<file path="config.mk">
export PLATFORM = sky130hd
export DESIGN_NAME = lso_top
export DESIGN_NICKNAME = d
export VERILOG_FILES = /design/src/hw/lso_pkg.sv /design/src/hw/lso_delay_timer.sv /design/src/hw/lso_top.sv
export SDC_FILE = /design/constraint.sdc
export NUM_CORES = 1
export LEC_CHECK = 0
export BUFFER_PORTS_ARGS = -buffer_cell sky130_fd_sc_hd__buf_4
export CORE_ASPECT_RATIO = 1.25
export CORE_UTILIZATION = 40
export CTS_BUF_LIST = sky130_fd_sc_hd__clkbuf_16
export DETAILED_ROUTE_END_ITERATION = 6
export PLACE_DENSITY = 0.65
export SETUP_SLACK_MARGIN = 0.15
export SYNTH_ARGS = -nofsm -noshare
export SYNTH_HDL_FRONTEND = slang
export SYNTH_SLANG_ARGS = --single-unit
</file>
<file path="constraint.sdc">
create_clock -name i_sys_clk -period 3.11 [get_ports i_sys_clk]
set_input_delay 0.311 -clock i_sys_clk [delete_from_list [all_inputs] [get_ports i_sys_clk]]
set_output_delay 0.311 -clock i_sys_clk [all_outputs]
set_load 0.02 [all_outputs]
</file>
<file path="src/hw/lso_pkg.sv">
/*
 * Package for the limit switch output: register offsets, reset values,
 * timing constants, mode enumerations and the configuration carrier.
 * Assumes a 40 MHz system clock and a word-wide register port.
 */
package lso_pkg;

   // ==========================================================
   // Timing
   // ==========================================================
   localparam int          CLK_PERIOD_NS   = 25;
   localparam int          DLY_UNIT_NS     = 100_000_000;
   localparam int          DLY_UNIT_CYCLES = DLY_UNIT_NS / CLK_PERIOD_NS;
   localparam int          DLY_MAX_S_X10   = 1000;
   localparam int          DLY_W           = 10;
   localparam logic [9:0]  DLY_MAX         = 10'(DLY_MAX_S_X10);
   localparam logic [9:0]  DLY_RST         = 10'h000;

   // ==========================================================
   // Register map
   // ==========================================================
   localparam int          ADDR_W          = 4;
   localparam int          DATA_W          = 32;
   localparam logic [3:0]  OFS_CTRL        = 4'h0;
   localparam logic [3:0]  OFS_ON_VAL      = 4'h1;
   localparam logic [3:0]  OFS_OFF_VAL     = 4'h2;
   localparam logic [3:0]  OFS_ON_DLY      = 4'h3;
   localparam logic [3:0]  OFS_OFF_DLY     = 4'h4;
   localparam logic [3:0]  OFS_STATUS      = 4'h5;
   localparam int          CTRL_FUNC_LSB   = 0;
   localparam int          CTRL_FAIL_LSB   = 4;
   localparam int          CTRL_INV_BIT    = 8;
   localparam int          STS_OUT_BIT     = 0;
   localparam int          STS_LIM_BIT     = 1;
   localparam int          STS_ERR_BIT     = 2;
   localparam logic [31:0] THR_RST         = 32'h0000_0000;

   // ==========================================================
   // Modes
   // ==========================================================
   typedef enum logic [2:0] {
      FN_OFF,
      FN_ON,
      FN_DIAG,
      FN_LIMIT,
      FN_DIGITAL
   } lso_func_t;

   typedef enum logic [1:0] {
      FAIL_ACTUAL,
      FAIL_OPEN,
      FAIL_CLOSED
   } lso_fail_t;

   typedef struct packed {
      lso_func_t func;
      lso_fail_t fail;
      logic      invert;
   } lso_cfg_t;

   localparam lso_cfg_t CFG_RST = '{func: FN_OFF, fail: FAIL_OPEN, invert: 1'b0};

endpackage : lso_pkg

</file>
<file path="src/hw/lso_delay_timer.sv">
/*
 * One delay timer for the limit switch output, counting slow ticks while armed.
 * Assumes a shared tick pulse of one cycle and a synchronous active high reset.
 */
`timescale 1ns/1ps
`default_nettype none

module lso_delay_timer (
   input  wire logic       i_sys_clk,
   input  wire logic       i_srst,
   input  wire logic       i_arm,
   input  wire logic       i_tick,
   input  wire logic [9:0] i_limit,
   output logic            o_done
);

   logic [9:0] count_r;
   logic [9:0] count_nxt;

   // ==========================================================
   // Counter
   // ==========================================================
   always_comb begin
      count_nxt = count_r;
      if (!i_arm) begin
         count_nxt = 10'h000;
      end else if (i_tick && (count_r < i_limit)) begin
         count_nxt = 10'(count_r + 10'h001);
      end
   end

   always_ff @(posedge i_sys_clk) begin
      if (i_srst) begin
         count_r <= 10'h000;
      end else begin
         count_r <= count_nxt;
      end
   end

   // A zero limit completes in the arming cycle itself.
   assign o_done = i_arm && (count_r >= i_limit);
endmodule : lso_delay_timer

`default_nettype wire

</file>
<file path="src/hw/lso_top.sv">
/*
 * Limit switch output: thresholds with hysteresis, switch delays, failure
 * state, inversion and a small register port.
 * Assumes inputs synchronous to i_sys_clk and a signed measured value.
 */
// The register addresses and the strobed register port were decided locally.
`timescale 1ns/1ps
`default_nettype none

module lso_top #(
   parameter int TICK_CYCLES = lso_pkg::DLY_UNIT_CYCLES
) (
   input  wire logic        i_sys_clk,
   input  wire logic        i_srst,
   input  wire logic [3:0]  i_addr,
   input  wire logic [31:0] i_wr_data,
   input  wire logic        i_wr_en,
   input  wire logic        i_rd_en,
   input  wire logic [31:0] i_meas_value,
   input  wire logic        i_error,
   input  wire logic        i_diag_event,
   input  wire logic        i_dig_out,
   output logic [31:0]      o_rd_data,
   output logic             o_switch_closed
);

   // ==========================================================
   // State
   // ==========================================================
   lso_pkg::lso_cfg_t  cfg_r;
   lso_pkg::lso_cfg_t  cfg_nxt;
   logic signed [31:0] on_val_r;
   logic signed [31:0] on_val_nxt;
   logic signed [31:0] off_val_r;
   logic signed [31:0] off_val_nxt;
   logic [9:0]         on_dly_r;
   logic [9:0]         on_dly_nxt;
   logic [9:0]         off_dly_r;
   logic [9:0]         off_dly_nxt;
   logic [31:0]        tick_cnt_r;
   logic [31:0]        tick_cnt_nxt;
   logic               tick;
   logic               limit_closed_r;
   logic               limit_closed_nxt;
   logic               switch_r;
   logic               switch_nxt;
   logic [31:0]        rd_data_r;
   logic [31:0]        rd_data_nxt;
   logic signed [31:0] meas;
   logic               on_above;
   logic               close_req;
   logic               open_req;
   logic               is_limit;
   logic               raw_out;
   logic [1:0]         arm;
   logic [9:0]         lim [2];
   logic [1:0]         done;

   assign meas = i_meas_value;

   // ==========================================================
   // Register writes
   // ==========================================================
   always_comb begin
      cfg_nxt     = cfg_r;
      on_val_nxt  = on_val_r;
      off_val_nxt = off_val_r;
      on_dly_nxt  = on_dly_r;
      off_dly_nxt = off_dly_r;
      if (i_wr_en) begin
         case (i_addr)
            lso_pkg::OFS_CTRL: begin
               // Unknown codes leave the field unchanged rather than enter an undefined mode.
               if (i_wr_data[lso_pkg::CTRL_FUNC_LSB +: 3] <= 3'(lso_pkg::FN_DIGITAL)) begin
                  cfg_nxt.func = lso_pkg::lso_func_t'(i_wr_data[lso_pkg::CTRL_FUNC_LSB +: 3]);
               end
               if (i_wr_data[lso_pkg::CTRL_FAIL_LSB +: 2] <= 2'(lso_pkg::FAIL_CLOSED)) begin
                  cfg_nxt.fail = lso_pkg::lso_fail_t'(i_wr_data[lso_pkg::CTRL_FAIL_LSB +: 2]);
               end
               cfg_nxt.invert = i_wr_data[lso_pkg::CTRL_INV_BIT];
            end
            lso_pkg::OFS_ON_VAL: begin
               on_val_nxt = i_wr_data;
            end
            lso_pkg::OFS_OFF_VAL: begin
               off_val_nxt = i_wr_data;
            end
            lso_pkg::OFS_ON_DLY: begin
               // Values beyond the range clamp to the longest delay.
               on_dly_nxt = (i_wr_data > 32'(lso_pkg::DLY_MAX)) ? lso_pkg::DLY_MAX : i_wr_data[9:0];
            end
            lso_pkg::OFS_OFF_DLY: begin
               off_dly_nxt = (i_wr_data > 32'(lso_pkg::DLY_MAX)) ? lso_pkg::DLY_MAX : i_wr_data[9:0];
            end
            default: begin
               cfg_nxt = cfg_r;
            end
         endcase
      end
   end

   always_ff @(posedge i_sys_clk) begin
      if (i_srst) begin
         cfg_r     <= lso_pkg::CFG_RST;
         on_val_r  <= lso_pkg::THR_RST;
         off_val_r <= lso_pkg::THR_RST;
         on_dly_r  <= lso_pkg::DLY_RST;
         off_dly_r <= lso_pkg::DLY_RST;
      end else begin
         cfg_r     <= cfg_nxt;
         on_val_r  <= on_val_nxt;
         off_val_r <= off_val_nxt;
         on_dly_r  <= on_dly_nxt;
         off_dly_r <= off_dly_nxt;
      end
   end

   // ==========================================================
   // Tenth-second tick
   // ==========================================================
   always_comb begin
      tick         = (tick_cnt_r == 32'(TICK_CYCLES - 1));
      tick_cnt_nxt = tick ? 32'h0000_0000 : 32'(tick_cnt_r + 32'h0000_0001);
   end

   always_ff @(posedge i_sys_clk) begin
      if (i_srst) begin
         tick_cnt_r <= 32'h0000_0000;
      end else begin
         tick_cnt_r <= tick_cnt_nxt;
      end
   end

   // ==========================================================
   // Threshold comparison and delays
   // ==========================================================
   always_comb begin
      is_limit = (cfg_r.func == lso_pkg::FN_LIMIT);
      on_above = (on_val_r > off_val_r);
      if (on_above) begin
         close_req = (meas > on_val_r);
         open_req  = (meas < off_val_r);
      end else begin
         close_req = (meas < on_val_r);
         open_req  = (meas > off_val_r);
      end
      arm[0] = is_limit && !limit_closed_r && close_req;
      arm[1] = is_limit && limit_closed_r && open_req;
      lim[0] = on_dly_r;
      lim[1] = off_dly_r;
   end

   // The tick runs free, so a programmed delay of N lasts between N-1 and N tenths.
   for (genvar g = 0; g < 2; g++) begin : g_timer
      lso_delay_timer u_timer (
         .i_sys_clk (i_sys_clk),
         .i_srst    (i_srst),
         .i_arm     (arm[g]),
         .i_tick    (tick),
         .i_limit   (lim[g]),
         .o_done    (done[g])
      );
   end

   always_comb begin
      limit_closed_nxt = limit_closed_r;
      if (!is_limit) begin
         limit_closed_nxt = 1'b0;
      end else if (done[0]) begin
         limit_closed_nxt = 1'b1;
      end else if (done[1]) begin
         limit_closed_nxt = 1'b0;
      end
   end

   // ==========================================================
   // Output function, failure state and inversion
   // ==========================================================
   always_comb begin
      case (cfg_r.func)
         lso_pkg::FN_OFF:     raw_out = 1'b0;
         lso_pkg::FN_ON:      raw_out = 1'b1;
         lso_pkg::FN_DIAG:    raw_out = !i_diag_event;
         lso_pkg::FN_LIMIT:   raw_out = limit_closed_r;
         lso_pkg::FN_DIGITAL: raw_out = i_dig_out;
         default:             raw_out = 1'b0;
      endcase
      if (i_error && (is_limit || (cfg_r.func == lso_pkg::FN_DIGITAL))) begin
         case (cfg_r.fail)
            lso_pkg::FAIL_OPEN:   raw_out = 1'b0;
            lso_pkg::FAIL_CLOSED: raw_out = 1'b1;
            default:              raw_out = raw_out;
         endcase
      end
      switch_nxt = raw_out ^ cfg_r.invert;
   end

   // ==========================================================
   // Read port
   // ==========================================================
   always_comb begin
      rd_data_nxt = 32'h0000_0000;
      if (i_rd_en) begin
         case (i_addr)
            lso_pkg::OFS_CTRL: begin
               rd_data_nxt[lso_pkg::CTRL_FUNC_LSB +: 3] = cfg_r.func;
               rd_data_nxt[lso_pkg::CTRL_FAIL_LSB +: 2] = cfg_r.fail;
               rd_data_nxt[lso_pkg::CTRL_INV_BIT]       = cfg_r.invert;
            end
            lso_pkg::OFS_ON_VAL:  rd_data_nxt = on_val_r;
            lso_pkg::OFS_OFF_VAL: rd_data_nxt = off_val_r;
            lso_pkg::OFS_ON_DLY:  rd_data_nxt[9:0] = on_dly_r;
            lso_pkg::OFS_OFF_DLY: rd_data_nxt[9:0] = off_dly_r;
            lso_pkg::OFS_STATUS: begin
               rd_data_nxt[lso_pkg::STS_OUT_BIT] = switch_r;
               rd_data_nxt[lso_pkg::STS_LIM_BIT] = limit_closed_r;
               rd_data_nxt[lso_pkg::STS_ERR_BIT] = i_error;
            end
            default: rd_data_nxt = 32'h0000_0000;
         endcase
      end
   end

   always_ff @(posedge i_sys_clk) begin
      if (i_srst) begin
         limit_closed_r <= 1'b0;
         switch_r       <= 1'b0;
         rd_data_r      <= 32'h0000_0000;
      end else begin
         limit_closed_r <= limit_closed_nxt;
         switch_r       <= switch_nxt;
         rd_data_r      <= rd_data_nxt;
      end
   end

   assign o_switch_closed = switch_r;
   assign o_rd_data       = rd_data_r;
endmodule : lso_top

`default_nettype wire

</file>
==> flow_summary_export.csv, run 1 <==
group,metric,value,unit
outcome,status,"finished clean",
worst_setup_path,worstPathCellList,"inv_1 > ha_1 > nand4_1 > or4_4 > o41ai_4 > o21ba_4 > nor3_4 > mux2_4 > or3_1 > o211ai_1",
sta,worst_slew_pin_slew,0.6865,ns
sta,tns,0,ns
yosys,syn_avg_cell_area,8.027,um2
yosys,yosysTopAreaCellShare,0.3589,
global_routing,grt_pass1_wl,43880,um
clock_tree,cts_inserted_buffers,17,
yosys,seq_area_frac_synth,0.3589,
yosys,post-synth-top-count-cell,"nand2_1",
global_routing,grt_max_degree,64,
route,drc_errors,0,
die,ioPinCount,108,
yosys,syn_inst,1223,
sta,setup_viol,0,
clock_tree,cts_tree,"done",
die,core,0.02388,mm2
die,initial_core_util,0.4110,
sta,finalMaxSlewViolations,0,
die,die_h,177.2,um
sta,fin_crit,2.898,ns
yosys,synth-seq-cells,176,
sta,final.period_utilization,0.9320,
power_and_ir_drop,leakage,4.479,nW
sta,fin_skew,0.01779,ns
die,rows,63,
yosys,synth-edff-count,0,
finish,final_core_util,0.4965,
yosys,yosysTopAreaCell,"dfxtp_1",
sta,max_freq,345.0,MHz
finish,stdcell_count,1669,
power_and_ir_drop,ir_worst_vdd,0.3460,mV
worst_setup_path,path_delay_family,"simple AND/OR/NAND/NOR gates",
place,detailed_place_hpwl,20800,um
route,detail_route.first_pass.iterations,5,
clock_tree,clk_pin_slew_worst_paths,0.08,ns
global_routing,antenna_found_initial,0,
worst_setup_path,crit_type,"reg2reg",
worst_setup_path,cp.arrival,3.27,ns
place,portBuffers,107,
finish,syn2layout_area_growth,20.80,%
worst_setup_path,worst_path_max_delay_cell,"or4_4",
route,wl,27600,um
worst_setup_path,required,3.48,ns
finish,diodes,0,
clock_tree,clock_sinks,176,
route,drt-initial-drc-count,596,
yosys,synth_common_cells,"191 x nand2_1, 176 x dfxtp_1, 137 x nor2_1",
route,via_count,8939,
yosys,async_reset_ff_frac,0,
place,routabilityCongestion,0.9207,
place,place_inst,1632,
global_routing,grt_overflow,0,
worst_setup_path,startpoint_type,"register",
die,fp.dieArea,0.02518,mm2
sta,slew_headroom,0.5424,
sta,hold_viol_final,0,
finish,fin_area,0.01186,mm2
die,dieWidth,142.1,um
power_and_ir_drop,pwr_density_cell,423.4,mW/mm2
yosys,synth_cell_types,56,
clock_tree,h-tree-depth,4,
finish,drive_above_1_share,0.1518,
clock_tree,insertion_delay,0.46,ns
yosys,synth_fp_nets,1418,
yosys,yosysWarningCount,0,
worst_setup_path,crit_buf_inv,1,
worst_setup_path,critical-path-max-stage-delay,0.57,ns
worst_setup_path,critPathCaptureType,"register",
worst_setup_path,worstPathMaxFanout,3,
worst_hold_path,min_path_type,"in2reg",
sta,rsz0062_at_grt,"true",
run,drv_cap,0,
clock_tree,root_buffer,"clkbuf_16",
yosys,synthFlopType,"dfxtp_1",
sta,whs,0.1088,ns
route,wire_per_inst,16.54,um
global_routing,grt_use_total,0.2254,
route,drtAntennaViolNets,0,
clock_tree,holdBufCountCts,0,
global_routing,grt_pass1_vias,8556,
yosys,ys_top_cells_by_area,"dfxtp_1 36%, ha_1 15%, nand2_1 7.3%, a21oi_1 6.4%, nor2_1 5.2%",
finish,fin_nets,1526,
yosys,syn_area,0.009817,mm2
place,placed_cell_area,0.01105,mm2
finish,fillers,2306,
route,vias_per_cell,5.356,
clock_tree,ctsLongestPathBuffers,2,
final timing paths:
path	from	cells after the start	slack (ns)	to
setup reg to reg	off_val_r[3]	10	0.21	limit_closed_r
setup / recovery	off_val_r[3]	10	0.21	limit_closed_r
hold reg to reg	tick_cnt_r[0]	1	0.45	tick_cnt_r[0]
hold / removal	i_wr_data[11]	3	0.11	off_val_r[11]
routing by layer:
metal	global-route usage	up-vias	part of all wire
met4	0.1183	0	0.037
met5	0	-	0
li1	-	4475	-
met2	0.3770	262	0.47
met3	0.03382	54	0.048
met1	0.2784	4148	0.44
final cells by class:
type,count,area [um2],share of cell area
tap,325,406.6,0.03429
inverter,97,364.1,0.03070
clock buffer,17,425.4,0.03587
multi-input combinational,905,5908,0.4982
sequential,176,3540,0.2985
timing repair buffer,134,1022,0.08620
clock inverter,15,192.7,0.01625
metrics by stage:
stage | power (mW) | setup slack, ns
6_report | 5.022 | 0.2116
4_1_cts | 5.022 | 0.1584
3_5_place_dp | 2.819 | 0.07329
5_1_grt | 5.207 | 0.1233
2_1_floorplan | 2.614 | 0.2682
3_3_place_gp | 2.812 | 0.1334
report_power, final:
part	total (mW)	switching (mW)	internal (mW)
combinational	0.536	0.295	0.241
clock	2.20	1.10	1.09
sequential	2.29	0.0186	2.27
logic make-up (layout without fill, tap and decap cells):
logic type | Yosys count | in the layout | share of synthesized area
muxes | 8 | 8 | 0.008285
adders and majority gates | 120 | 120 | 0.1529
and+or+nand+nor | 478 | 478 | 0.2216
AOI/OAI and AO/OA | 250 | 250 | 0.1601
buffers and inverters | 142 | 263 | 0.05442
DFF | 176 | 176 | 0.3589
xor gates and xnor gates | 49 | 49 | 0.04372
state kept, by name, indices dropped and copies added (netlist names):
signal,count
o_rd_data,32
off_val_r,32
on_val_r,32
tick_cnt_r,32
g_timer.u_timer.count_r,20
off_dly_r,10
on_dly_r,10
cfg_r,6
limit_closed_r,1
o_switch_closed,1
cell usage in the layout, fill, tap and decap left out, types with 6 or more instances in the layout:
cell	instances
a21oi_1	126
a221oi_1	6
ha_1	114
clkbuf_16	17
o21ai_0	14
nand3_1	22
a21o_1	16
buf_4	132
nor3_1	14
a211oi_1	14
nand4_1	36
and4_1	7
xnor2_1	20
a222oi_1	7
mux2i_1	6
or3_1	7
nand2_1	191
dfxtp_1	163
and3_1	11
nor2_1	136
o21ai_1	9
dfxtp_2	13
a22oi_1	29
nor2b_1	9
xor2_1	29
and2_1	11
nor4_1	14
clkinv_8	7
ha_4	6
inv_1	93
worst min-delay path: cells and delay by family:
kind | cells | cell delay (ns)
simple gates | 1 | 0.05
buf+inv | 1 | 0.12
compound gates | 1 | 0.05
repair_timing:
item | CTS | global route
setup buffers | 1 | 4
gates resized for setup | 1 | 35
pin swaps | 2 | 5
endpoints found under the setup margin | 11 | 21
cloned | 0 | 0
Note: power is estimated with default switching activity, not from simulation.
==> inputs of run 2 (changes only) <==
--- a/config.mk
+++ b/config.mk
@@ -6,11 +6,14 @@
 export NUM_CORES = 1
 export LEC_CHECK = 0
 export BUFFER_PORTS_ARGS = -buffer_cell sky130_fd_sc_hd__buf_4
+export CELL_PAD_IN_SITES_DETAIL_PLACEMENT = 0
+export CELL_PAD_IN_SITES_GLOBAL_PLACEMENT = 1
 export CORE_ASPECT_RATIO = 1.25
 export CORE_UTILIZATION = 40
 export CTS_BUF_LIST = sky130_fd_sc_hd__clkbuf_16
+export CTS_CLUSTER_DIAMETER = 50
 export DETAILED_ROUTE_END_ITERATION = 6
-export PLACE_DENSITY = 0.65
+export PLACE_DENSITY = 0.81
 export SETUP_SLACK_MARGIN = 0.15
 export SYNTH_ARGS = -nofsm -noshare
 export SYNTH_HDL_FRONTEND = slang
==> run 2 against run 1 <==
Wire length increased by 3.1%. Register-to-register slack is essentially flat. Critical path type unchanged. Final area rose by 1.5%.
==> flow_summary_export.csv, run 2 (synthesis gave the netlist of run 1 again) <==
group,metric,value,unit
outcome,status,"finished clean",
die,dieWidth,142.1,um
worst_setup_path,crit_buf_inv,2,
worst_setup_path,r2r_end,"limit_closed_r",
worst_setup_path,crit_type,"reg2reg",
worst_setup_path,startpoint_type,"register",
global_routing,grt.busiest_layer,"met2",
sta,rsz0062_at_grt,"true",
finish,syn2layout_area_growth,22.66,%
sta,fin_crit,2.888,ns
finish,drive_above_1_share,0.1748,
power_and_ir_drop,pwr_density_cell,420.9,mW/mm2
place,routabilityCongestion,0.8926,
global_routing,grt_pass1_wl,44760,um
global_routing,use_met3,0.04140,
run,drv_cap,0,
global_routing,grt_overflow,0,
worst_setup_path,required,3.48,ns
power_and_ir_drop,power,5.068,mW
sta,tns,0,ns
route,via_count,8966,
clock_tree,clk_pin_slew_worst_paths,0.08,ns
die,initial_core_util,0.4110,
finish,final_core_util,0.5042,
power_and_ir_drop,ir_worst_vdd,0.3454,mV
sta,whs,0.1156,ns
sta,fin_skew,0.01099,ns
clock_tree,h-tree-depth,4,
worst_setup_path,reg2reg_from,"off_val_r[11]",
route,wire_per_inst,16.92,um
sta,fin_ws,0.2224,ns
sta,setup_viol,0,
sta,max_freq,346.3,MHz
sta,worst_slew_pin_slew,0.6692,ns
place,placed_cell_area,0.01106,mm2
die,rows,63,
place,detailed_place_hpwl,21300,um
global_routing,grt_pass1_vias,8497,
worst_setup_path,crit_path_end,"limit_closed_r",
place,pre_cts_slack,0.09296,ns
route,drt-initial-drc-count,599,
sta,finalMaxSlewViolations,0,
die,core,0.02388,mm2
worst_hold_path,min_path_type,"in2reg",
clock_tree,insertion_delay,0.45,ns
global_routing,grt_use_total,0.2310,
worst_setup_path,cp.arrival,3.26,ns
die,ioPinCount,108,
sta,final.period_utilization,0.9285,
sta,slew_headroom,0.5539,
worst_setup_path,reg2reg_setup_slack,0.22,ns
route,detail_route.first_pass.iterations,5,
finish,diodes,0,
route,drtAntennaViolNets,0,
place,place_inst,1634,
finish,fin_nets,1538,
worst_setup_path,critical-path-max-stage-delay,0.58,ns
worst_hold_path,hp-start,"i_wr_data[14]",
route,vias_per_cell,5.334,
finish,layout_common_cells,"191 x nand2_1, 155 x dfxtp_1, 144 x buf_4",
place,portBuffers,107,
sta,hold_viol_final,0,
global_routing,grt_max_degree,61,
worst_setup_path,worst_path_max_delay_cell,"or4_4",
clock_tree,cts_tree,"done",
clock_tree,ctsLongestPathBuffers,2,
finish,final_common_cell,"nand2_1",
clock_tree,root_buffer,"clkbuf_16",
global_routing,antenna_found_initial,0,
worst_setup_path,critPathCaptureType,"register",
clock_tree,cts_inserted_buffers,17,
finish,stdcell_count,1681,
power_and_ir_drop,leakage,4.553,nW
route,wl,28450,um
worst_setup_path,worstPathCellList,"inv_2 > ha_4 > nand4_1 > or4_4 > o41ai_4 > buf_4 > a311oi_2 > nor3_4 > mux2_4 > or3_4 > o211ai_1",
die,die_h,177.2,um
global_routing,gr-usage-met2,0.3932,
route,drc_errors,0,
worst_setup_path,cp.depth,11,
worst_setup_path,worstRegToRegCells,11,
finish,fin_area,0.01204,mm2
global_routing,met1_usage,0.2876,
worst_setup_path,worstPathMaxFanout,3,
die,fp.dieArea,0.02518,mm2
worst_setup_path,path_delay_family,"simple AND/OR/NAND/NOR gates",
clock_tree,clock_sinks,176,
worst_setup_path,cp-startpoint,"off_val_r[11]",
-- run 2: area by class of cell --
type                            instances  area (um2)
Clock buffer                           17       425.4
Clock inverter                         15       188.9
Fill cell                            2313       11840
Inverter                               97       364.1
Multi-Input combinational cell        905        5992
Sequential cell                       176        3552
Tap cell                              325       406.6
Timing Repair Buffer                  146        1112
-- run 2: report_power, final --
group / leakage (nW) / switching (mW) / internal (mW)
logic: 2.82 / 0.300 / 0.248
clock network: 0.298 / 1.07 / 1.16
registers: 1.43 / 0.0188 / 2.27
total: 4.55 / 1.39 / 3.68
-- run 2: per-layer routing --
layer / routed length (um) / vias up
met1: 12440 / 4180
li1: - / 4494
met5: 0 / -
met2: 13790 / 251
met3: 1516 / 41
met4: 705 / 0
-- run 2: repair_timing --
item                                    in CTS  in global routing
setup buffers                               14                  1
pin swaps                                   12                  6
endpoints found under the setup margin      11                 21
gates resized for setup                     42                 16
hold buffers                                 0                  0
gates cloned                                 0                  0
hold endpoints to repair                     0                  0
-- run 2: worst min path at each step --
| stage | to | slack, ns | cells after the start |
|---|---|---|---|
| 6_report | off_val_r[14] | 0.12 | 3 |
| 5_1_grt | off_val_r[18] | 0.11 | 3 |
| 4_1_cts | off_val_r[18] | 0.1 | 3 |
| 3_5_place_dp | tick_cnt_r[0] | 0.44 | 1 |
| 3_3_place_gp | tick_cnt_r[0] | 0.43 | 1 |
| 2_1_floorplan | tick_cnt_r[0] | 0.42 | 1 |
-- run 2: worst reg2reg max path, stage by stage, from the launching register on --
cell and delay, ns:
dfxtp_2 0.34, inv_2 0.05, ha_4 0.26, nand4_1 0.15, or4_4 0.58, o41ai_4 0.24
buf_4 0.17, a311oi_2 0.05, nor3_4 0.20, mux2_4 0.35, or3_4 0.33, o211ai_1 0.09
